==> config.mk <==
export PLATFORM = sky130hd
export DESIGN_NAME = tcc_timer
export DESIGN_NICKNAME = d
export VERILOG_FILES = /design/src/tcc_pkg.sv /design/src/tcc_sync.sv /design/src/tcc_timer.sv
export VERILOG_INCLUDE_DIRS = /design/src /design/src/src
export SDC_FILE = /design/constraint.sdc
export NUM_CORES = 1
export LEC_CHECK = 0
export BUFFER_PORTS_ARGS = -buffer_cell sky130_fd_sc_hd__buf_4
export CAP_MARGIN = 20
export CELL_PAD_IN_SITES_DETAIL_PLACEMENT = 0
export CELL_PAD_IN_SITES_GLOBAL_PLACEMENT = 1
export CORE_MARGIN = 3
export CORE_UTILIZATION = 49
export DETAILED_ROUTE_END_ITERATION = 8
export PLACE_DENSITY_LB_ADDON = 0.2
export SYNTH_ARGS = -nofsm -noshare
export SYNTH_HDL_FRONTEND = slang
export SYNTH_HIERARCHICAL = 1
export SYNTH_SLANG_ARGS = --single-unit
export TNS_END_PERCENT = 10
==> constraint.sdc <==
create_clock -name sys_clk -period 6.42 [get_ports sys_clk]
set_input_delay 0.642 -clock sys_clk [delete_from_list [all_inputs] [get_ports sys_clk]]
set_output_delay 0.642 -clock sys_clk [all_outputs]
set_load 0.005 [all_outputs]
==> src/tcc_map.svh <==
`ifndef TCC_MAP_SVH
`define TCC_MAP_SVH

// ****************************************************************
// Register offsets on the plain register port
// ****************************************************************
`define TCC_ADDR_W 4
`define TCC_OFF_COUNT 4'h1
`define TCC_OFF_CMP_CTRL 4'h7
`define TCC_OFF_OPTION 4'hA
`define TCC_OFF_PORT_DIR 4'hB

// ****************************************************************
// Field positions
// ****************************************************************
`define TCC_OPT_CLK_SRC 5
`define TCC_OPT_EDGE_SEL 4
`define TCC_OPT_PSC_ASSIGN 3
`define TCC_OPT_RATIO_HI 2
`define TCC_OPT_RATIO_LO 0
`define TCC_CMC_RESULT 7
`define TCC_CMC_DRIVE_N 6
`define TCC_CMC_CLK_SEL 4
`define TCC_DIR_COUNT_PIN 2

// ****************************************************************
// Reset values
// ****************************************************************
`define TCC_RST_COUNT 8'h00
`define TCC_RST_PRESC 8'h00
`define TCC_RST_OPTION 8'hFF
`define TCC_RST_CMP_CTRL 7'h7F
`define TCC_RST_PORT_DIR 4'hF
// Edge detector idle level: edge select resets to falling, pin idles low
`define TCC_RST_SRC_LVL 1'b1

// ****************************************************************
// Timing
// ****************************************************************
`define TCC_CLK_PERIOD_NS 10
`define TCC_TOSC_NS 10
`define TCC_TOSC_CYC ((`TCC_TOSC_NS + `TCC_CLK_PERIOD_NS - 1) / `TCC_CLK_PERIOD_NS)
`define TCC_WR_INHIBIT 2'h2
`define TCC_INC_DLY_MIN_TOSC 3
`define TCC_INC_DLY_MAX_TOSC 7

`endif

==> src/tcc_pkg.sv <==
// ****************************************************************
// Types shared by the timer/counter files
// ****************************************************************
package tcc_pkg;

	// Instruction cycle phases, one oscillator period each
	typedef enum logic [1:0] {TCC_Q1, TCC_Q2, TCC_Q3, TCC_Q4} tcc_phase_t;

	// Two-stage synchroniser state
	typedef struct packed {
		logic [1:0] meta;
		logic [1:0] stable;
	} tcc_sync_t;

	// Whole state of the timer/counter
	typedef struct packed {
		tcc_phase_t phase;
		logic [7:0] count;
		logic [7:0] presc;
		logic [1:0] inhibit;
		logic samp;
		logic src_prev;
		logic [7:0] option;
		logic [6:0] cmp_ctrl;
		logic [3:0] port_dir;
		logic [7:0] rdata;
		logic pin_o;
		logic pin_oe;
		logic wd_post;
	} tcc_state_t;

endpackage : tcc_pkg

==> src/tcc_sync.sv <==
// ****************************************************************
// Two flip-flop synchroniser for the comparator and the count pin
// ****************************************************************
module tcc_sync (
	input wire logic sys_clk,
	input wire logic arst_n,
	input wire logic [1:0] async_in,
	output logic [1:0] sync_out
);

	tcc_pkg::tcc_sync_t s_r;
	tcc_pkg::tcc_sync_t s_nxt;

	// First stage feeds only the second stage
	always_comb
	begin
		s_nxt = s_r;
		s_nxt.meta = async_in;
		s_nxt.stable = s_r.meta;
	end

	// State register
	always_ff @(posedge sys_clk or negedge arst_n)
	begin
		if (!arst_n)
			s_r <= '0;
		else
			s_r <= s_nxt;
	end

	assign sync_out = s_r.stable;

endmodule : tcc_sync

==> src/tcc_timer.sv <==
// Chosen here: the strobed register port.
`include "tcc_map.svh"

module tcc_timer (
	input wire logic sys_clk,
	input wire logic arst_n,
	input wire logic [3:0] reg_addr,
	input wire logic [7:0] reg_wdata,
	input wire logic reg_wr,
	input wire logic reg_rd,
	output logic [7:0] reg_rdata,
	input wire logic comparator_result,
	input wire logic count_pin_i,
	output logic count_pin_o,
	output logic count_pin_oe,
	input wire logic pin_latch,
	output logic [3:0] port_dir,
	input wire logic watchdog_tick,
	input wire logic watchdog_clear_instr,
	output logic watchdog_post_tick
);

	// ****************************************************************
	// Local timing figures
	// ****************************************************************
	localparam int TOSC_CYC = `TCC_TOSC_CYC;
	localparam int DLY_MIN = `TCC_INC_DLY_MIN_TOSC * TOSC_CYC;
	localparam int DLY_MAX = `TCC_INC_DLY_MAX_TOSC * TOSC_CYC;
	// The two sync stages use up the start of the update window
	localparam int SYNC_STAGES = 2;
	localparam int DLY_LO = DLY_MIN - SYNC_STAGES;
	localparam int DLY_HI = DLY_MAX - SYNC_STAGES;

	// ****************************************************************
	// Helper functions
	// ****************************************************************

	// Ratio field k taps bit k, a divide by two to the k plus one
	function automatic logic tcc_tap(input logic [7:0] p, input logic [2:0] k);
		tcc_tap = p[k];
	endfunction : tcc_tap

	// A low-to-high step between two samples
	function automatic logic tcc_rise(input logic now_lvl, input logic was_lvl);
		tcc_rise = now_lvl & ~was_lvl;
	endfunction : tcc_rise

	// ****************************************************************
	// State and synchronisers
	// ****************************************************************
	tcc_pkg::tcc_state_t s_r;
	tcc_pkg::tcc_state_t s_nxt;
	logic [1:0] sync_lvl;
	logic cmp_sync;
	logic pin_sync;

	// Comparator and pin both come from outside the clock domain
	tcc_sync i_tcc_sync (
		.sys_clk(sys_clk),
		.arst_n(arst_n),
		.async_in({count_pin_i, comparator_result}),
		.sync_out(sync_lvl)
	);

	assign cmp_sync = sync_lvl[0];
	assign pin_sync = sync_lvl[1];

	// ****************************************************************
	// Decoded controls
	// ****************************************************************
	logic clk_src;
	logic edge_sel;
	logic psc_wd;
	logic [2:0] ratio;
	logic cmp_clk_sel;
	logic drive_n;
	logic wr_count;
	logic is_q2;
	logic is_q4;

	// Control bits and strobes used throughout
	always_comb
	begin
		clk_src = s_r.option[`TCC_OPT_CLK_SRC];
		edge_sel = s_r.option[`TCC_OPT_EDGE_SEL];
		psc_wd = s_r.option[`TCC_OPT_PSC_ASSIGN];
		ratio = s_r.option[`TCC_OPT_RATIO_HI:`TCC_OPT_RATIO_LO];
		cmp_clk_sel = s_r.cmp_ctrl[`TCC_CMC_CLK_SEL];
		drive_n = s_r.cmp_ctrl[`TCC_CMC_DRIVE_N];
		wr_count = reg_wr && (reg_addr == `TCC_OFF_COUNT);
		is_q2 = (s_r.phase == tcc_pkg::TCC_Q2);
		is_q4 = (s_r.phase == tcc_pkg::TCC_Q4);
	end

	// ****************************************************************
	// Next state
	// ****************************************************************
	logic src_raw;
	logic src_lvl;
	logic src_rise;
	logic presc_en;
	logic [7:0] presc_inc;
	logic tap_old;
	logic tap_new;
	logic pre_out;
	logic tick;

	// Source mux, prescaler, synchroniser and count update
	always_comb
	begin
		s_nxt = s_r;
		// Phase sequencer, one phase per oscillator period
		case (s_r.phase)
			tcc_pkg::TCC_Q1: s_nxt.phase = tcc_pkg::TCC_Q2;
			tcc_pkg::TCC_Q2: s_nxt.phase = tcc_pkg::TCC_Q3;
			tcc_pkg::TCC_Q3: s_nxt.phase = tcc_pkg::TCC_Q4;
			tcc_pkg::TCC_Q4: s_nxt.phase = tcc_pkg::TCC_Q1;
			default: s_nxt.phase = tcc_pkg::TCC_Q1;
		endcase

		// Pin when the comparator select is set, else the comparator
		src_raw = cmp_clk_sel ? pin_sync : cmp_sync;
		src_lvl = src_raw ^ edge_sel;
		src_rise = tcc_rise(src_lvl, s_r.src_prev);
		s_nxt.src_prev = src_lvl;

		// Prescaler input: watchdog ticks, source edges or cycles
		if (psc_wd)
			presc_en = watchdog_tick;
		else if (clk_src)
			presc_en = src_rise;
		else
			presc_en = is_q4;
		presc_inc = presc_en ? s_r.presc + 8'h01 : s_r.presc;
		tap_old = tcc_tap(s_r.presc, ratio);
		tap_new = tcc_tap(presc_inc, ratio);
		s_nxt.presc = presc_inc;

		// Timer tick from whichever clock applies
		tick = 1'b0;
		pre_out = psc_wd ? src_lvl : tap_old;
		if (!clk_src)
		begin
			// Instruction clock: every Q4 or each prescaler period
			tick = psc_wd ? is_q4 : (presc_en & tcc_rise(tap_new, tap_old));
		end
		else if (is_q2 || is_q4)
		begin
			// External clock sampled twice per instruction cycle
			s_nxt.samp = pre_out;
			tick = tcc_rise(pre_out, s_r.samp);
		end

		// Watchdog sees the prescaler as its postscaler
		s_nxt.wd_post = psc_wd & presc_en & tcc_rise(tap_new, tap_old);

		// Prescaler clears by its owner
		if (wr_count && !psc_wd)
			s_nxt.presc = `TCC_RST_PRESC;
		if (watchdog_clear_instr && psc_wd)
			s_nxt.presc = `TCC_RST_PRESC;

		// Count register: write, hold-off, then increment
		if (wr_count)
		begin
			s_nxt.count = reg_wdata;
			s_nxt.inhibit = `TCC_WR_INHIBIT;
		end
		else if (s_r.inhibit != 2'h0)
		begin
			if (is_q4)
				s_nxt.inhibit = s_r.inhibit - 2'h1;
		end
		else if (tick)
			s_nxt.count = s_r.count + 8'h01;

		// Control register writes
		if (reg_wr && (reg_addr == `TCC_OFF_OPTION))
			s_nxt.option = reg_wdata;
		if (reg_wr && (reg_addr == `TCC_OFF_CMP_CTRL))
			s_nxt.cmp_ctrl = reg_wdata[6:0];
		if (reg_wr && (reg_addr == `TCC_OFF_PORT_DIR))
			s_nxt.port_dir = reg_wdata[3:0];

		// Read data for the cycle after the strobe
		s_nxt.rdata = 8'h00;
		if (reg_rd)
		begin
			case (reg_addr)
				`TCC_OFF_COUNT: s_nxt.rdata = s_r.count;
				`TCC_OFF_CMP_CTRL: s_nxt.rdata = {cmp_sync, s_r.cmp_ctrl};
				default: s_nxt.rdata = 8'h00;
			endcase
		end

		// Shared count pin: comparator drive beats direction
		if (!drive_n)
		begin
			s_nxt.pin_oe = 1'b1;
			s_nxt.pin_o = cmp_sync;
		end
		else if (clk_src)
		begin
			s_nxt.pin_oe = 1'b0;
			s_nxt.pin_o = 1'b0;
		end
		else
		begin
			s_nxt.pin_oe = ~s_r.port_dir[`TCC_DIR_COUNT_PIN];
			s_nxt.pin_o = pin_latch;
		end
	end

	// ****************************************************************
	// State register
	// ****************************************************************

	// Reset gives zeroed counters and all-ones controls
	always_ff @(posedge sys_clk or negedge arst_n)
	begin
		if (!arst_n)
		begin
			s_r.phase <= tcc_pkg::TCC_Q1;
			s_r.count <= `TCC_RST_COUNT;
			s_r.presc <= `TCC_RST_PRESC;
			s_r.inhibit <= 2'h0;
			s_r.samp <= `TCC_RST_SRC_LVL;
			s_r.src_prev <= `TCC_RST_SRC_LVL;
			s_r.option <= `TCC_RST_OPTION;
			s_r.cmp_ctrl <= `TCC_RST_CMP_CTRL;
			s_r.port_dir <= `TCC_RST_PORT_DIR;
			s_r.rdata <= 8'h00;
			s_r.pin_o <= 1'b0;
			s_r.pin_oe <= 1'b0;
			s_r.wd_post <= 1'b0;
		end
		else
			s_r <= s_nxt;
	end

	// Outputs straight from the state register
	assign reg_rdata = s_r.rdata;
	assign count_pin_o = s_r.pin_o;
	assign count_pin_oe = s_r.pin_oe;
	assign port_dir = s_r.port_dir;
	assign watchdog_post_tick = s_r.wd_post;
endmodule : tcc_timer

==> flow_summary.html <==
<table>
<tr><th>Metric</th><th>Value</th></tr>
<tr><th colspan="2">Synth</th></tr>
<tr><td>Async SR Flop Fraction</td><td>1.00</td></tr>
<tr><td>Yosys cell types</td><td>46</td></tr>
<tr><td>Sequential fraction of the synthesis area</td><td>0.490</td></tr>
<tr><td>Cell area after synthesis</td><td>2810 um2</td></tr>
<tr><td>Predominant post-synthesis flop cell</td><td>sky130_fd_sc_hd__dfrtp_1</td></tr>
<tr><td>Number of standard cells after synthesis</td><td>between 200 and 300</td></tr>
<tr><td>Post-synth EDFFs</td><td>0</td></tr>
<tr><td>Number of nets in the synthesized netlist</td><td>283</td></tr>
<tr><td>Flip-flop and latch count after synthesis</td><td>54</td></tr>
<tr><td>Total of warnings raised by yosys</td><td>6</td></tr>
<tr><td>Average instance area after synthesis</td><td>roughly 11 um2</td></tr>
<tr><th colspan="2">Power</th></tr>
<tr><td>Design Power</td><td>approximately 960 uW</td></tr>
<tr><td>Pwr dens</td><td>between 300 and 400 nW/um2</td></tr>
<tr><td>Highest ir drop seen on vdd</td><td>~0.15 mV</td></tr>
<tr><td>Leakage</td><td>between 1 and 1.5 nW</td></tr>
<tr><th colspan="2">Clocking</th></tr>
<tr><td>Clock transition at the register clock pins on the worst setup and hold paths after CTS</td><td>~0.090 ns</td></tr>
<tr><td>Clock Sinks</td><td>between 50 and 60</td></tr>
<tr><td>Hold buffer count at cts</td><td>0</td></tr>
<tr><td>Buffers from clock root to sink, at most</td><td>2</td></tr>
<tr><td>Cts repair resizes</td><td>0</td></tr>
<tr><td>Number of levels the H-tree was split into</td><td>2</td></tr>
<tr><td>TritonCTS clock tree</td><td>built</td></tr>
<tr><td>Clk Latency, worst-skew pair</td><td>0.30 ns</td></tr>
<tr><td>Clock buffer count from CTS</td><td>5</td></tr>
<tr><td>Post-CTS Setup Repair Bufs</td><td>0</td></tr>
<tr><td>Clock tree root driver cell</td><td>sky130_fd_sc_hd__clkbuf_8</td></tr>
<tr><th colspan="2">Global route</th></tr>
<tr><td>Via count of the first global-routing pass</td><td>1863</td></tr>
<tr><td>Global-route wire length before repair</td><td>between 9 and 10 mm</td></tr>
<tr><td>Largest net degree at the start of global routing</td><td>between 50 and 60</td></tr>
<tr><td>Initial antenna violation count</td><td>0</td></tr>
<tr><td>All-Layer GR Usage</td><td>0.187</td></tr>
<tr><td>Grt total ovfl</td><td>0</td></tr>
<tr><th colspan="2">Run status</th></tr>
<tr><td>Result of the run</td><td>finished clean</td></tr>
<tr><th colspan="2">Cells and area</th></tr>
<tr><td>Signed area change from the synthesized netlist to the final layout</td><td>11.7%</td></tr>
<tr><td>Post-layout nets</td><td>309</td></tr>
<tr><td>Antenna diode count</td><td>0</td></tr>
<tr><td>Post-route standard cell area excluding fillers</td><td>3140 um2</td></tr>
<tr><td>Number of standard cells in the final layout excluding fillers</td><td>352</td></tr>
<tr><td>Most common library cell in the layout ignoring fill and taps</td><td>sky130_fd_sc_hd__buf_4</td></tr>
<tr><td>Post-route core utilization</td><td>0.588</td></tr>
<tr><td>FF+latch area</td><td>~1400 um2</td></tr>
<tr><td>Highest-count cells in the layout ignoring fill and taps</td><td>sky130_fd_sc_hd__buf_4 (36), sky130_fd_sc_hd__dfrtp_1 (35), sky130_fd_sc_hd__nand2_1 (21), sky130_fd_sc_hd__dfstp_2 (19), sky130_fd_sc_hd__mux2_2 (17)</td></tr>
<tr><td>Number of fill cells</td><td>around 470</td></tr>
<tr><td>Area of the multi-input gates</td><td>between 1000 and 1500 um2</td></tr>
<tr><td>Fraction of layout cells with a size suffix above 1</td><td>0.319</td></tr>
<tr><th colspan="2">Route</th></tr>
<tr><td>Final WL</td><td>around 5.5 mm</td></tr>
<tr><td># DRC</td><td>0</td></tr>
<tr><td>Via density per instance</td><td>5.41</td></tr>
<tr><td>Antenna-violating nets left</td><td>0</td></tr>
<tr><td>Count of routing violations after the opening detailed-route iteration</td><td>between 100 and 150</td></tr>
<tr><td>Drt pass-1 iters</td><td>5</td></tr>
<tr><td>Average detailed-routed wire length per instance</td><td>approximately 16 um</td></tr>
<tr><td>Via Count</td><td>1903</td></tr>
<tr><th colspan="2">Critical path</th></tr>
<tr><td>Arrival @ worst endpoint</td><td>between 3 and 4 ns</td></tr>
<tr><td>Critical path launch point type</td><td>flip-flop</td></tr>
<tr><td>Critical Path Sink Type</td><td>flip-flop</td></tr>
<tr><td>Number of cells traversed by the worst register-to-register path</td><td>8</td></tr>
<tr><td>Reg2Reg Capture Point</td><td>s_r[49]</td></tr>
<tr><td>Critical Path, Cell by Cell</td><td>mux2i_4 &gt; mux2i_4 &gt; a21oi_1 &gt; o311ai_1 &gt; o2111ai_1 &gt; o31a_1 &gt; or4_1 &gt; a31oi_1</td></tr>
<tr><td>Setup slack, reg-to-reg</td><td>3.35 ns</td></tr>
<tr><td>Largest stage delay on the critical path</td><td>around 0.58 ns</td></tr>
<tr><td>Top cell by count, worst path</td><td>sky130_fd_sc_hd__mux2i_4</td></tr>
<tr><td>Type of the worst setup path</td><td>flip-flop to flip-flop</td></tr>
<tr><td>Endpoint required time on the critical path</td><td>approximately 6.7 ns</td></tr>
<tr><td>Startpoint of the worst setup timing path</td><td>cmp_clk_sel</td></tr>
<tr><td>Slowest CP cell</td><td>sky130_fd_sc_hd__dfstp_2</td></tr>
<tr><td>Critical R2R Launch</td><td>cmp_clk_sel</td></tr>
<tr><td>Largest driver fanout on the critical path</td><td>14</td></tr>
<tr><td>Destination of the critical timing path</td><td>s_r[49]</td></tr>
<tr><th colspan="2">Floorplan</th></tr>
<tr><td>Core Rows</td><td>26</td></tr>
<tr><td>Initial core utilization</td><td>0.527</td></tr>
<tr><td>Number of top-level pins</td><td>36</td></tr>
<tr><td>Core area</td><td>~5300 um2</td></tr>
<tr><td>Vertical extent of the die</td><td>81.7 um</td></tr>
<tr><td>X dimension of the die</td><td>81.7 um</td></tr>
<tr><td>Die Outline Area</td><td>between 6000 and 7000 um2</td></tr>
<tr><th colspan="2">Timing</th></tr>
<tr><td>Worst-case headroom to the max-slew limit</td><td>0.327</td></tr>
<tr><td>Total Neg Setup Slack</td><td>0 ns</td></tr>
<tr><td>Transition time at the pin with the least slew margin</td><td>between 1 and 1.5 ns</td></tr>
<tr><td>Unrepaired setup endpoints after global routing</td><td>no</td></tr>
<tr><td>Clock skew after layout</td><td>~0.0044 ns</td></tr>
<tr><td>Final clock period utilization by the worst path</td><td>0.478</td></tr>
<tr><td>Final worst path period need</td><td>3.07 ns</td></tr>
<tr><td>Number of failing setup endpoints in the final timing report</td><td>0</td></tr>
<tr><td>Max Fclk</td><td>~330 MHz</td></tr>
<tr><td>Total count of max-transition violations in the final report</td><td>0</td></tr>
<tr><td>Hold Vio Cnt, Final</td><td>0</td></tr>
<tr><th colspan="2">Worst hold path</th></tr>
<tr><td>Path class of the lowest-slack min-delay path</td><td>flip-flop to flip-flop</td></tr>
<tr><th colspan="2">Place</th></tr>
<tr><td>Post-placement cell area</td><td>about 3000 um2</td></tr>
<tr><td>Global placement routability congestion</td><td>0.846</td></tr>
<tr><td>Total half-perimeter wirelength after legalization and detailed placement</td><td>4.01 mm</td></tr>
<tr><td>Placed cells</td><td>343</td></tr>
<tr><td>Number of buffers added on ports</td><td>35</td></tr>
<tr><th colspan="2">Run</th></tr>
<tr><td>Count of maximum capacitance violations</td><td>0</td></tr>
</table>
## worst max-delay path, delay by kind of cell (launching register included)
kind             cells  cell delay (ns)
AO/OA/AOI/OAI        5             1.21
flip-flops           1             0.58
multiplexers         2             0.65
AND/OR/NAND/NOR      1             0.54
## cells by family (layout without fill, tap and decap cells)
logic type      count (synthesis)  in the layout  synth area share
xor+xnor                       10             10            0.0312
simple gates                   89             89             0.176
flops                          54             54             0.490
compound gates                 45             45             0.109
mux                            24             24             0.111
fa+ha+maj                       7              7            0.0312
buf+inv                        26             53            0.0526
## registers in the layout, indices dropped and copies added (netlist names), 2 cells and up
name,count
i_tcc_sync/s_nxt,2
ratio,3
port_dir,4
reg_rdata,8
s_r,27
i_tcc_sync/sync_out,2
## per-layer routing
metal  wire [um]  share of wire  track usage
met1        2960           0.54        0.292
met2        2240           0.41        0.261
met3         257          0.047       0.0384
met4          55          0.010       0.0498
met5           0              0            0
## cell type report
| cell class | count | share of cell area |
|---|---|---|
| Sequential cell | 54 | 0.438 |
| Timing Repair Buffer | 37 | 0.0877 |
| Clock inverter | 1 | 0.00239 |
| Inverter | 8 | 0.00957 |
| Multi-Input combinational cell | 175 | 0.410 |
| Clock buffer | 7 | 0.0243 |
| Tap cell | 70 | 0.0279 |
## through the flow
stage,setup WS (ns),hold slack (ns)
3_3_place_gp,3.42,0.332
6_report,3.35,0.355
5_1_grt,3.06,0.380
3_5_place_dp,3.36,0.335
2_1_floorplan,3.68,0.331
4_1_cts,3.34,0.357
## how the worst min path moves through the flow
stage / start / to / depth (start not counted)
after CTS: i_tcc_sync/s_nxt[1] / i_tcc_sync/sync_out[1] / 0
after floorplan: i_tcc_sync/s_nxt[0] / i_tcc_sync/sync_out[0] / 0
after global placement: i_tcc_sync/s_nxt[0] / i_tcc_sync/sync_out[0] / 0
after global routing: i_tcc_sync/s_nxt[1] / i_tcc_sync/sync_out[1] / 0
after detailed placement: i_tcc_sync/s_nxt[1] / i_tcc_sync/sync_out[1] / 0
final: i_tcc_sync/s_nxt[1] / i_tcc_sync/sync_out[1] / 0
## cell usage after synthesis, types with 2 or more instances
cell type / instances / area (um2)
sky130_fd_sc_hd__nand2_1: 21 / 78.8
sky130_fd_sc_hd__o211ai_1: 3 / 22.5
sky130_fd_sc_hd__o21ai_0: 12 / 60.1
sky130_fd_sc_hd__nand3_1: 7 / 35.0
sky130_fd_sc_hd__a31oi_1: 5 / 31.3
sky130_fd_sc_hd__nor2_1: 14 / 52.6
sky130_fd_sc_hd__or4_1: 2 / 15.0
sky130_fd_sc_hd__nand3b_1: 6 / 45.0
sky130_fd_sc_hd__mux2i_1: 3 / 30.0
sky130_fd_sc_hd__xor2_1: 5 / 43.8
sky130_fd_sc_hd__mux2_2: 17 / 191
sky130_fd_sc_hd__nand4_1: 3 / 18.8
sky130_fd_sc_hd__mux2i_4: 2 / 45.0
sky130_fd_sc_hd__buf_4: 13 / 97.6
sky130_fd_sc_hd__inv_1: 8 / 30.0
sky130_fd_sc_hd__or3_1: 4 / 25.0
sky130_fd_sc_hd__a22oi_1: 8 / 60.1
sky130_fd_sc_hd__mux4_2: 2 / 45.0
sky130_fd_sc_hd__nor2b_1: 10 / 62.6
sky130_fd_sc_hd__dfstp_2: 19 / 499
sky130_fd_sc_hd__and3_1: 3 / 18.8
sky130_fd_sc_hd__xnor2_1: 5 / 43.8
sky130_fd_sc_hd__o31a_1: 2 / 17.5
sky130_fd_sc_hd__clkbuf_1: 3 / 11.3
sky130_fd_sc_hd__nor3_1: 2 / 10.0
sky130_fd_sc_hd__dfrtp_1: 35 / 876
sky130_fd_sc_hd__nand2b_1: 3 / 18.8
sky130_fd_sc_hd__nor3b_1: 4 / 30.0
sky130_fd_sc_hd__ha_1: 7 / 87.6
sky130_fd_sc_hd__a21oi_1: 7 / 35.0
sky130_fd_sc_hd__and2_1: 5 / 31.3
## where the power goes
group	internal (mW)	switching, mW
Clock	0.0775	0.108
Sequential	0.438	0.0836
Combinational	0.135	0.119
Power figures use the tool's default switching activity.
